==> config.mk <==
export PLATFORM = sky130hd
export DESIGN_NAME = dps_port
export DESIGN_NICKNAME = d
export VERILOG_FILES = /design/src/core/dps_pkg.sv /design/src/core/dps_addr_ctr.sv /design/src/core/dps_lane_dec.sv /design/src/core/dps_port.sv
export VERILOG_INCLUDE_DIRS = /design/src /design/src/core
export SDC_FILE = /design/constraint.sdc
export NUM_CORES = 1
export LEC_CHECK = 0
export BUFFER_PORTS_ARGS = -buffer_cell sky130_fd_sc_hd__buf_2
export CORE_AREA = 5 5 100 102
export DETAILED_ROUTE_END_ITERATION = 6
export DIE_AREA = 0 0 105 107
export PLACE_DENSITY_LB_ADDON = 0.15
export SLEW_MARGIN = 20
export SYNTH_ARGS = -nofsm -noshare
export SYNTH_HDL_FRONTEND = slang
export SYNTH_HIERARCHICAL = 1
export SYNTH_SLANG_ARGS = --single-unit
==> constraint.sdc <==
create_clock -name mclk -period 2.3 [get_ports mclk]
set_input_delay 0.69 -clock mclk [delete_from_list [all_inputs] [get_ports mclk]]
set_output_delay 0.69 -clock mclk [all_outputs]
set_load 0.01 [all_outputs]
==> src/core/dps_regs.svh <==
// constants for one port of the dual-port memory control block
// assumes the includer uses the dps_ names and a single port clock
`ifndef DPS_REGS_SVH
`define DPS_REGS_SVH

`define DPS_LANE_W   9
`define DPS_LANES    2
`define DPS_DATA_W   18
`define DPS_ADDR_W   18
`define DPS_ADDR_RST 18'h0_0000
`define DPS_LAT_FT   1
`define DPS_LAT_PL   2

`endif

==> src/core/dps_pkg.sv <==
// types shared by the port control files
// assumes dps_regs.svh is on the include path
`include "dps_regs.svh"

package dps_pkg;

  // synchronous access controls sampled at the rising edge
  typedef struct packed {
    logic select_low_active;
    logic select_high_active;
    logic read_not_write;
    logic upper_lane_enable_n;
    logic lower_lane_enable_n;
  } dps_ctl_t;

  // address counter controls
  typedef struct packed {
    logic address_strobe_n;
    logic count_enable_n;
    logic repeat_n;
  } dps_ctr_t;

  // output timing selected by output_register_select
  typedef enum logic {
    DPS_FLOW,
    DPS_PIPE
  } dps_out_mode_t;

endpackage

==> src/core/dps_addr_ctr.sv <==
// burst address counter with strobe load, hold, count and repeat
// assumes controls are synchronous to mclk
`timescale 1ns/1ps
`default_nettype none
`include "dps_regs.svh"

module dps_addr_ctr
  import dps_pkg::*;
#(
  parameter int AW = `DPS_ADDR_W
) (
  input  wire logic          mclk,
  input  wire logic          rst_n,
  input  wire logic          clk_en,
  input  wire dps_ctr_t      ctr,
  input  wire logic [AW-1:0] ext_addr,
  output logic      [AW-1:0] addr_q
);

  logic [AW-1:0] addr_r;
  logic [AW-1:0] addr_nxt;
  logic [AW-1:0] rpt_r;
  logic [AW-1:0] rpt_nxt;

  // no select or lane term here: counter runs even when deselected
  always_comb begin
    addr_nxt = addr_r;
    rpt_nxt  = rpt_r;
    if (clk_en) begin
      if (!ctr.repeat_n) begin
        addr_nxt = rpt_r;
      end else if (!ctr.address_strobe_n) begin
        addr_nxt = ext_addr;
        rpt_nxt  = ext_addr;
      end else if (!ctr.count_enable_n) begin
        addr_nxt = addr_r + 1'b1;
      end else begin
        addr_nxt = addr_r;
      end
    end
  end

  // counter state; repeat address below keeps no reset
  always_ff @(posedge mclk) begin
    if (!rst_n) begin
      addr_r <= AW'(`DPS_ADDR_RST);
    end else begin
      addr_r <= addr_nxt;
    end
  end

  // left unreset on purpose: undefined until first strobe load
  always_ff @(posedge mclk) begin
    rpt_r <= rpt_nxt;
  end

  assign addr_q = addr_r;

endmodule
`default_nettype wire

==> src/core/dps_lane_dec.sv <==
// decodes selects, direction and lane enables into lane requests
// assumes inputs are the controls sampled this cycle
`timescale 1ns/1ps
`default_nettype none
`include "dps_regs.svh"

module dps_lane_dec
  import dps_pkg::*;
(
  input  wire dps_ctl_t               ctl,
  output logic                        selected,
  output logic [`DPS_LANES-1:0]       wr_lane,
  output logic [`DPS_LANES-1:0]       rd_lane
);

  logic [`DPS_LANES-1:0] lane_on;

  // both selects must agree, else power-down with lanes floating
  assign selected = !ctl.select_low_active
                  && ctl.select_high_active;

  // lane 0 is bits 0-8, lane 1 is bits 9-17
  assign lane_on = {~ctl.upper_lane_enable_n,
                    ~ctl.lower_lane_enable_n};

  // one request per lane, direction splits write from read
  genvar i;
  generate
    for (i = 0; i < `DPS_LANES; i++) begin : g_lane
      assign wr_lane[i] = selected && lane_on[i]
                        && !ctl.read_not_write;
      assign rd_lane[i] = selected && lane_on[i]
                        && ctl.read_not_write;
    end
  endgenerate

endmodule
`default_nettype wire

==> src/core/dps_port.sv <==
// one port of the dual-port memory: control, counter, output timing
// assumes the array is outside, written and read at mem_addr;
// mem_rdata is combinational from mem_addr within one cycle
`timescale 1ns/1ps
`default_nettype none
`include "dps_regs.svh"

module dps_port
  import dps_pkg::*;
#(
  parameter int AW = `DPS_ADDR_W,
  parameter int LW = `DPS_LANE_W,
  parameter int DW = `DPS_DATA_W
) (
  input  wire logic                  mclk,
  input  wire logic                  rst_n,
  input  wire logic                  clk_en,
  input  wire dps_ctl_t              ctl,
  input  wire dps_ctr_t              ctr,
  input  wire logic                  output_enable_n,
  input  wire logic                  output_register_select,
  input  wire logic [AW-1:0]         ext_addr,
  input  wire logic [DW-1:0]         dq_in,
  output logic      [DW-1:0]         dq_out,
  output logic      [`DPS_LANES-1:0] dq_oe,
  output logic      [AW-1:0]         mem_addr,
  output logic      [`DPS_LANES-1:0] mem_wr_lane,
  output logic      [DW-1:0]         mem_wdata,
  input  wire logic [DW-1:0]         mem_rdata,
  output logic                       port_active
);

  // this module is one port; a second instance on its own clock
  // forms the other port and only the array is shared

  // decoded requests for the current edge
  logic                  sel_now;
  logic [`DPS_LANES-1:0] wr_now;
  logic [`DPS_LANES-1:0] rd_now;

  // first register stage: write, read lanes, select
  logic [`DPS_LANES-1:0] wr_lane_r;
  logic [`DPS_LANES-1:0] wr_lane_nxt;
  logic [DW-1:0]         wdata_r;
  logic [DW-1:0]         wdata_nxt;
  logic [`DPS_LANES-1:0] rd1_r;
  logic [`DPS_LANES-1:0] rd1_nxt;
  logic                  sel_r;
  logic                  sel_nxt;

  // second stage used only in pipelined mode
  logic [`DPS_LANES-1:0] rd2_r;
  logic [`DPS_LANES-1:0] rd2_nxt;
  logic [DW-1:0]         rdat2_r;
  logic [DW-1:0]         rdat2_nxt;

  // output stage
  logic [`DPS_LANES-1:0] lane_r;
  logic [`DPS_LANES-1:0] lane_nxt;
  logic [DW-1:0]         dout_r;
  logic [DW-1:0]         dout_nxt;

  dps_out_mode_t         mode;

  // selects and lanes decoded from the sampled controls
  dps_lane_dec u_dec (
    .ctl      (ctl),
    .selected (sel_now),
    .wr_lane  (wr_now),
    .rd_lane  (rd_now)
  );

  // counter sees no select or lane input at all
  dps_addr_ctr #(
    .AW (AW)
  ) u_ctr (
    .mclk     (mclk),
    .rst_n    (rst_n),
    .clk_en   (clk_en),
    .ctr      (ctr),
    .ext_addr (ext_addr),
    .addr_q   (mem_addr)
  );

  // mode pin high means pipelined output register in use
  assign mode = output_register_select ? DPS_PIPE : DPS_FLOW;

  // first stage: capture requests at the edge
  always_comb begin
    wr_lane_nxt = wr_lane_r;
    rd1_nxt     = rd1_r;
    sel_nxt     = sel_r;
    if (clk_en) begin
      wr_lane_nxt = wr_now;
      rd1_nxt     = rd_now;
      sel_nxt     = sel_now;
    end
  end

  // requests clear at reset so no stray write reaches the array
  always_ff @(posedge mclk) begin
    if (!rst_n) begin
      wr_lane_r <= '0;
      wdata_r   <= '0;
      rd1_r     <= '0;
      sel_r     <= 1'b0;
    end else begin
      wr_lane_r <= wr_lane_nxt;
      wdata_r   <= wdata_nxt;
      rd1_r     <= rd1_nxt;
      sel_r     <= sel_nxt;
    end
  end

  // second stage: the extra cycle of the pipelined path
  always_comb begin
    rd2_nxt   = rd2_r;
    rdat2_nxt = rdat2_r;
    if (clk_en) begin
      rd2_nxt   = rd1_r;
      rdat2_nxt = mem_rdata;
    end
  end

  // second stage registers
  always_ff @(posedge mclk) begin
    if (!rst_n) begin
      rd2_r   <= '0;
      rdat2_r <= '0;
    end else begin
      rd2_r   <= rd2_nxt;
      rdat2_r <= rdat2_nxt;
    end
  end

  // output stage picks the flow-through or pipelined source;
  // in pipelined mode lanes pass three stages, so deselect lags
  always_comb begin
    lane_nxt = lane_r;
    dout_nxt = dout_r;
    if (clk_en) begin
      case (mode)
        DPS_FLOW: begin
          lane_nxt = rd1_r;
          dout_nxt = mem_rdata;
        end
        DPS_PIPE: begin
          lane_nxt = rd2_r;
          dout_nxt = rdat2_r;
        end
        default: begin
          lane_nxt = '0;
          dout_nxt = dout_r;
        end
      endcase
    end
  end

  // output registers; lanes start floating after reset
  always_ff @(posedge mclk) begin
    if (!rst_n) begin
      lane_r <= '0;
      dout_r <= '0;
    end else begin
      lane_r <= lane_nxt;
      dout_r <= dout_nxt;
    end
  end

  // data and array write side come straight from registers
  assign dq_out      = dout_r;
  assign mem_wr_lane = wr_lane_r;
  assign mem_wdata   = wdata_r;
  assign port_active = sel_r;

  // output enable gates each lane with no clock in the path;
  // this is the one output not taken purely from a flop
  genvar i;
  generate
    for (i = 0; i < `DPS_LANES; i++) begin : g_oe
      assign dq_oe[i] = lane_r[i] && !output_enable_n;
    end
  endgenerate

  // write data loads per lane only when that lane is written,
  // so idle lanes leave the array data inputs quiet
  generate
    for (i = 0; i < `DPS_LANES; i++) begin : g_wd
      assign wdata_nxt[i*LW +: LW] = (clk_en && wr_now[i])
                                   ? dq_in[i*LW +: LW]
                                   : wdata_r[i*LW +: LW];
    end
  endgenerate

endmodule
`default_nettype wire

**Yosys cells after proc, flatten, opt, wreduce, memory -nomap -nowiden**

Cells that the tools add are included.

- Input bits: 67
- Latch bits: 0
- Memories kept: 0
- Register bits after elaboration: 99
- Bits in writable memories: 0
- ROM bits: 0

- Muxes and demuxes: 6
- Magnitude comparators: 0
- Div/mod/pow operators: 0
- Reductions and logical operators: 16
- Multiply operators: 0
- Equal/unequal tests: 1
- Shifts and indexed selects: 0
- Bitwise operators: 4
- $add $sub $neg: 1

Operators by type and width:

| operator | count |
|---|---|
| 18-bit two-way mux | 3 |
| 18-bit case mux with 2 select lines | 1 |
| 18-bit by 1-bit adder with 18-bit output, second input constant | 1 |
| 1-bit logical AND | 11 |
| 1-bit NOT | 4 |
| 2-bit case mux with 2 select lines | 1 |
| 1-bit zero test | 3 |
| 3-bit inequality test, second input constant | 1 |
| 3-bit AND reduction | 1 |
| 2-bit AND reduction | 1 |
| 1-bit two-way mux | 1 |

**Depth between registers and ports, before layout**

- Depth in word-level cells: 5
- Gate-level depth with buffers: 7

**By module**

The synthesis kept the hierarchy.

Modules (own cells, without submodules):

| module | seq. area each (sq um) | area each (sq um) | cells an instance | times used |
|---|---|---|---|---|
| dps_port | 1261.2 | 2616.3 | 251 | 1 |
| dps_addr_ctr | 900.9 | 1861.8 | 191 | 1 |
| dps_lane_dec | 0.0 | 51.3 | 5 | 1 |

**Worst setup path after synthesis**

OpenSTA, ideal clock, no wires.

- Path kind: input-to-reg
- Start: in ctr[0] (netlist name)
- End: reg u_ctr.rpt_r[0] (enable)
- Slack: 154 ps
- Data arrival time: 1770 ps
- Buffers on the path: 2
- Required time: 1924 ps
- Cell stages on the path: 4
- Cells stage by stage: buf_2 -> nor2b_1 -> buf_2 -> and2_1

- Word-level cells in the longest chain between the ends: 1

RTL lines:

| element | line | source |
|---|---|---|
| from (decl) | dps_port.sv:19 | `input wire dps_ctr_t ctr,` |
| 3-bit AND reduction (no source line) | -- |  |
| to (signal assigned) | dps_addr_ctr.sv:54 | `rpt_r <= rpt_nxt;` |
| to (decl) | dps_addr_ctr.sv:22 | `logic [AW-1:0] rpt_r;` |

Every way passes these cells.
A chain may end at the register's enable or synchronous reset.

**Final worst setup path**

- Start: reg u_ctr.addr_r[0], in the netlist u_ctr/addr_q[0]
- End: reg u_ctr.addr_r[14], in the netlist u_ctr/addr_q[14]

- Word-level cells in the longest chain between the ends: 4

RTL lines:

| element | line | source |
|---|---|---|
| from (decl) | dps_addr_ctr.sv:20 | `logic [AW-1:0] addr_r;` |
| from (signal assigned) | dps_addr_ctr.sv:46 | `` addr_r <= AW'(`DPS_ADDR_RST); `` |
| from (signal assigned) | dps_addr_ctr.sv:48 | `addr_r <= addr_nxt;` |
| 18-bit by 1-bit adder with 18-bit output | dps_addr_ctr.sv:36 | `addr_nxt = addr_r + 1'b1;` |
| 18-bit two-way mux | dps_addr_ctr.sv:35 | `end else if (!ctr.count_enable_n) begin` |
| 18-bit two-way mux | dps_addr_ctr.sv:32 | `end else if (!ctr.address_strobe_n) begin` |
| 18-bit two-way mux | dps_addr_ctr.sv:30 | `if (!ctr.repeat_n) begin` |

Every way passes these cells. The select of a mux whose other input is x is not followed.

==> flow_summary.toml <==
[outcome]
outcome = "finished, final reports clean"

[global_route]
total_routing_usage_gr = 0.186
grt_overflow = 0
grt_pass1_wl_um = 17300
antenna_found_initial = 0
grt_pass1_vias = 3635
maximum_number_of_pins_on_one_net_before_global_route_repair = 103

[synthesis]
synth.lib_cells_used.distinct = 55
post_synth_inst_count = 447
synth_most_common_cell = "sky130_fd_sc_hd__dfxtp_1"
synth.cell_area_mm2 = 0.00453
share_of_synthesized_registers_carrying_an_async_set_or_reset = 0
postSynthNetCount = 515
post_synth.cell_area_avg_um2 = 10.1
post-synth-top-area-cell = "sky130_fd_sc_hd__dfxtp_1"
yosysSeqAreaShare = 0.477
synth_seq_cells = 99
yosys_warnings = 6
synth_top_area_frac = 0.358
synth_ff_type = "sky130_fd_sc_hd__dfxtp_1"
synth-edff-count = 18
yosys-top-cells-area = "sky130_fd_sc_hd__dfxtp_1 36%, sky130_fd_sc_hd__edfxtp_1 12%, sky130_fd_sc_hd__mux2i_1 10%"
post_synth_most_frequent_cells = "81 x sky130_fd_sc_hd__dfxtp_1, 47 x sky130_fd_sc_hd__mux2i_1, 32 x sky130_fd_sc_hd__o21ai_0, 30 x sky130_fd_sc_hd__nor2b_1, 28 x sky130_fd_sc_hd__a21oi_1"

[clocking]
h-tree-depth = 3
cts_tree = "yes"
cts.path.max_buffers = 2
clk_root_buffer_cell = "sky130_fd_sc_hd__clkbuf_8"
cts_post_setup_buffers_inserted = 0
cts.reportedPaths.clkPinSlew_ns = 0.09
cts.sink_count = 99
post_cts_resized = 0
cts-buffers-inserted = 9
cts_hold_buf = 0
clk_latency_ns = 0.35

[sta]
post-route-min-period_ns = 1.79
final_critical_path_share_of_the_clock_period = 0.777
fin_skew_ns = 0.0111
fin_setup_tns_ns = 0
worst_slew_pin_slew_ns = 0.602
final-setup-viol-count = 0
hold_slack_ns = 0.524
max-slew-margin-rel = 0.599
grt_setup_unrepaired = "false"
hold_viol_final = 0
timing.fmax_mhz = 559
timing_max_transition_violations_final = 0

[layout]
synth_to_layout_area_growth_pct = 20.9
layoutNonFillerInstCount = 679
final_cell_area_mm2 = 0.00547
finish.net_count = 631
antenna-diode-count = 0
drive_above_1_share = 0.296

[critical_path]
reg2reg_slack_ns = 0.51
r2r_end = "u_ctr/addr_q[14]"
required_ns = 2.58
worst_r2r_startpoint = "u_ctr/addr_q[0]"
crit_path_capture_type = "flop"
critical_path.startpoint_type = "flop"
worst-endpoint-arrival_ns = 2.07
timing.reg2reg.worst_path_depth = 6
worstPathMaxFanout = 6
worst-setup-path-type = "reg -> reg"

[floorplan]
ios = 126
core_area_mm2 = 0.00902
die-width_um = 105
rows = 35
die_h_um = 107
area_of_the_die_mm2 = 0.0112
initial_core_util = 0.502

[min_path]
worst_hold_startpoint = "rdat2_r[14]"
hold-path-endpoint = "rdat2_r[14]"
min_path_type = "reg -> reg"
hold_depth = 2

[placed_design]
routabilityCongestion = 0.852
port-buffer-count = 125
post-dp-hpwl_um = 7650
dp.cells = 663
placed_area_mm2 = 0.00523

[detailed_routing]
routed_via_density = 5.50
drc_errors = 0
number_of_detailed_route_iterations_in_the_first_pass = 4
num_vias = 3737
routed_wire_length_per_instance_um = 16.0
ant_nets = 0
wl_um = 10800
first_iter_violations = 192

[power]
cellPowerDensity_mw_per_mm2 = 657
leak_nw = 2.44
ir_worst_vdd_uv = 319

[job]
max-cap-violations = 0
[area by class of cell]
class | instances | area, um^2
multi-input combinational | 308 | 2150
fill | 815 | 3550
timing repair buffer | 139 | 758
sequential | 99 | 2160
clock buffer | 14 | 226
tap | 111 | 139
inverter | 6 | 22.5
clock inverter | 2 | 17.5
[logic make-up (layout without fill, tap and decap cells)]
family	Yosys count	after routing	synth area share
compound gates	146	146	0.210
mux	47	47	0.104
fa+ha+maj	1	1	0.00276
flops	99	99	0.477
buf+inv	40	161	0.0511
simple gates	114	114	0.154
[per-layer routing]
layer  routed length (um)  vias to the layer above  track usage
li1                     -                     1866            -
met2                 5030                      122        0.301
met3                  877                        6       0.0716
met4                   91                        0       0.0457
met5                    0                        -            0
met1                 4830                     1743        0.233
[flip-flops by register name, indices dropped and copies added (netlist names)]
name	flops
rd2_r	2
u_ctr/addr_q	18
mem_wdata	18
port_active	1
rdat2_r	18
u_ctr/rpt_r	18
dq_out	18
lane_r	2
mem_wr_lane	2
rd1_r	2
[worst max-delay path, cell delays in order (launching register included)]
cell	delay [ns]
sky130_fd_sc_hd__dfxtp_1	0.41
sky130_fd_sc_hd__ha_1	0.24
sky130_fd_sc_hd__and4_1	0.35
sky130_fd_sc_hd__and2b_1	0.29
sky130_fd_sc_hd__nand4_1	0.12
sky130_fd_sc_hd__a21o_1	0.20
sky130_fd_sc_hd__a21boi_1	0.12
[through the flow]
stage | util | total power [mW] | setup slack [ns]
finish | 0.607 | 3.60 | 0.512
global route | 0.607 | 3.78 | 0.331
CTS | 0.607 | 3.65 | 0.533
detailed placement | 0.580 | 2.39 | 0.286
global placement | 0.580 | 2.37 | 0.376
floorplan | - | 2.21 | 0.154
[worst max-delay path by stage]
stage | cells past startpoint | end | from | slack (ns)
after global placement | 5 | u_ctr/addr_q[6] | ctr[0] | 0.38
after floorplan | 4 | u_ctr/rpt_r[0] | ctr[0] | 0.15
after global routing | 6 | u_ctr/addr_q[16] | u_ctr/addr_q[0] | 0.33
after detailed placement | 6 | u_ctr/addr_q[14] | ctr[0] | 0.29
after CTS | 6 | u_ctr/addr_q[14] | u_ctr/addr_q[0] | 0.53
final | 6 | u_ctr/addr_q[14] | u_ctr/addr_q[0] | 0.51
[layout by cell type, fill, tap and decap left out, types with 6 or more instances in the layout]
| cell type | n |
|---|---|
| sky130_fd_sc_hd__and3_1 | 19 |
| sky130_fd_sc_hd__clkbuf_8 | 11 |
| sky130_fd_sc_hd__o21a_1 | 20 |
| sky130_fd_sc_hd__edfxtp_1 | 18 |
| sky130_fd_sc_hd__buf_4 | 13 |
| sky130_fd_sc_hd__o21ai_0 | 32 |
| sky130_fd_sc_hd__a21oi_1 | 28 |
| sky130_fd_sc_hd__nor2b_1 | 30 |
| sky130_fd_sc_hd__a21boi_0 | 19 |
| sky130_fd_sc_hd__mux2i_1 | 47 |
| sky130_fd_sc_hd__inv_1 | 6 |
| sky130_fd_sc_hd__nand2_1 | 20 |
| sky130_fd_sc_hd__buf_2 | 124 |
| sky130_fd_sc_hd__a22oi_1 | 10 |
| sky130_fd_sc_hd__dfxtp_1 | 81 |
| sky130_fd_sc_hd__nor2_1 | 12 |
| sky130_fd_sc_hd__a31oi_1 | 6 |
[power breakdown]
| group | total, mW | internal (mW) | switching [mW] |
|---|---|---|---|
| clock network | 1.25 | 0.658 | 0.595 |
| registers | 1.90 | 1.85 | 0.0568 |
| logic | 0.441 | 0.204 | 0.237 |
(Power assumes the default switching activity.)
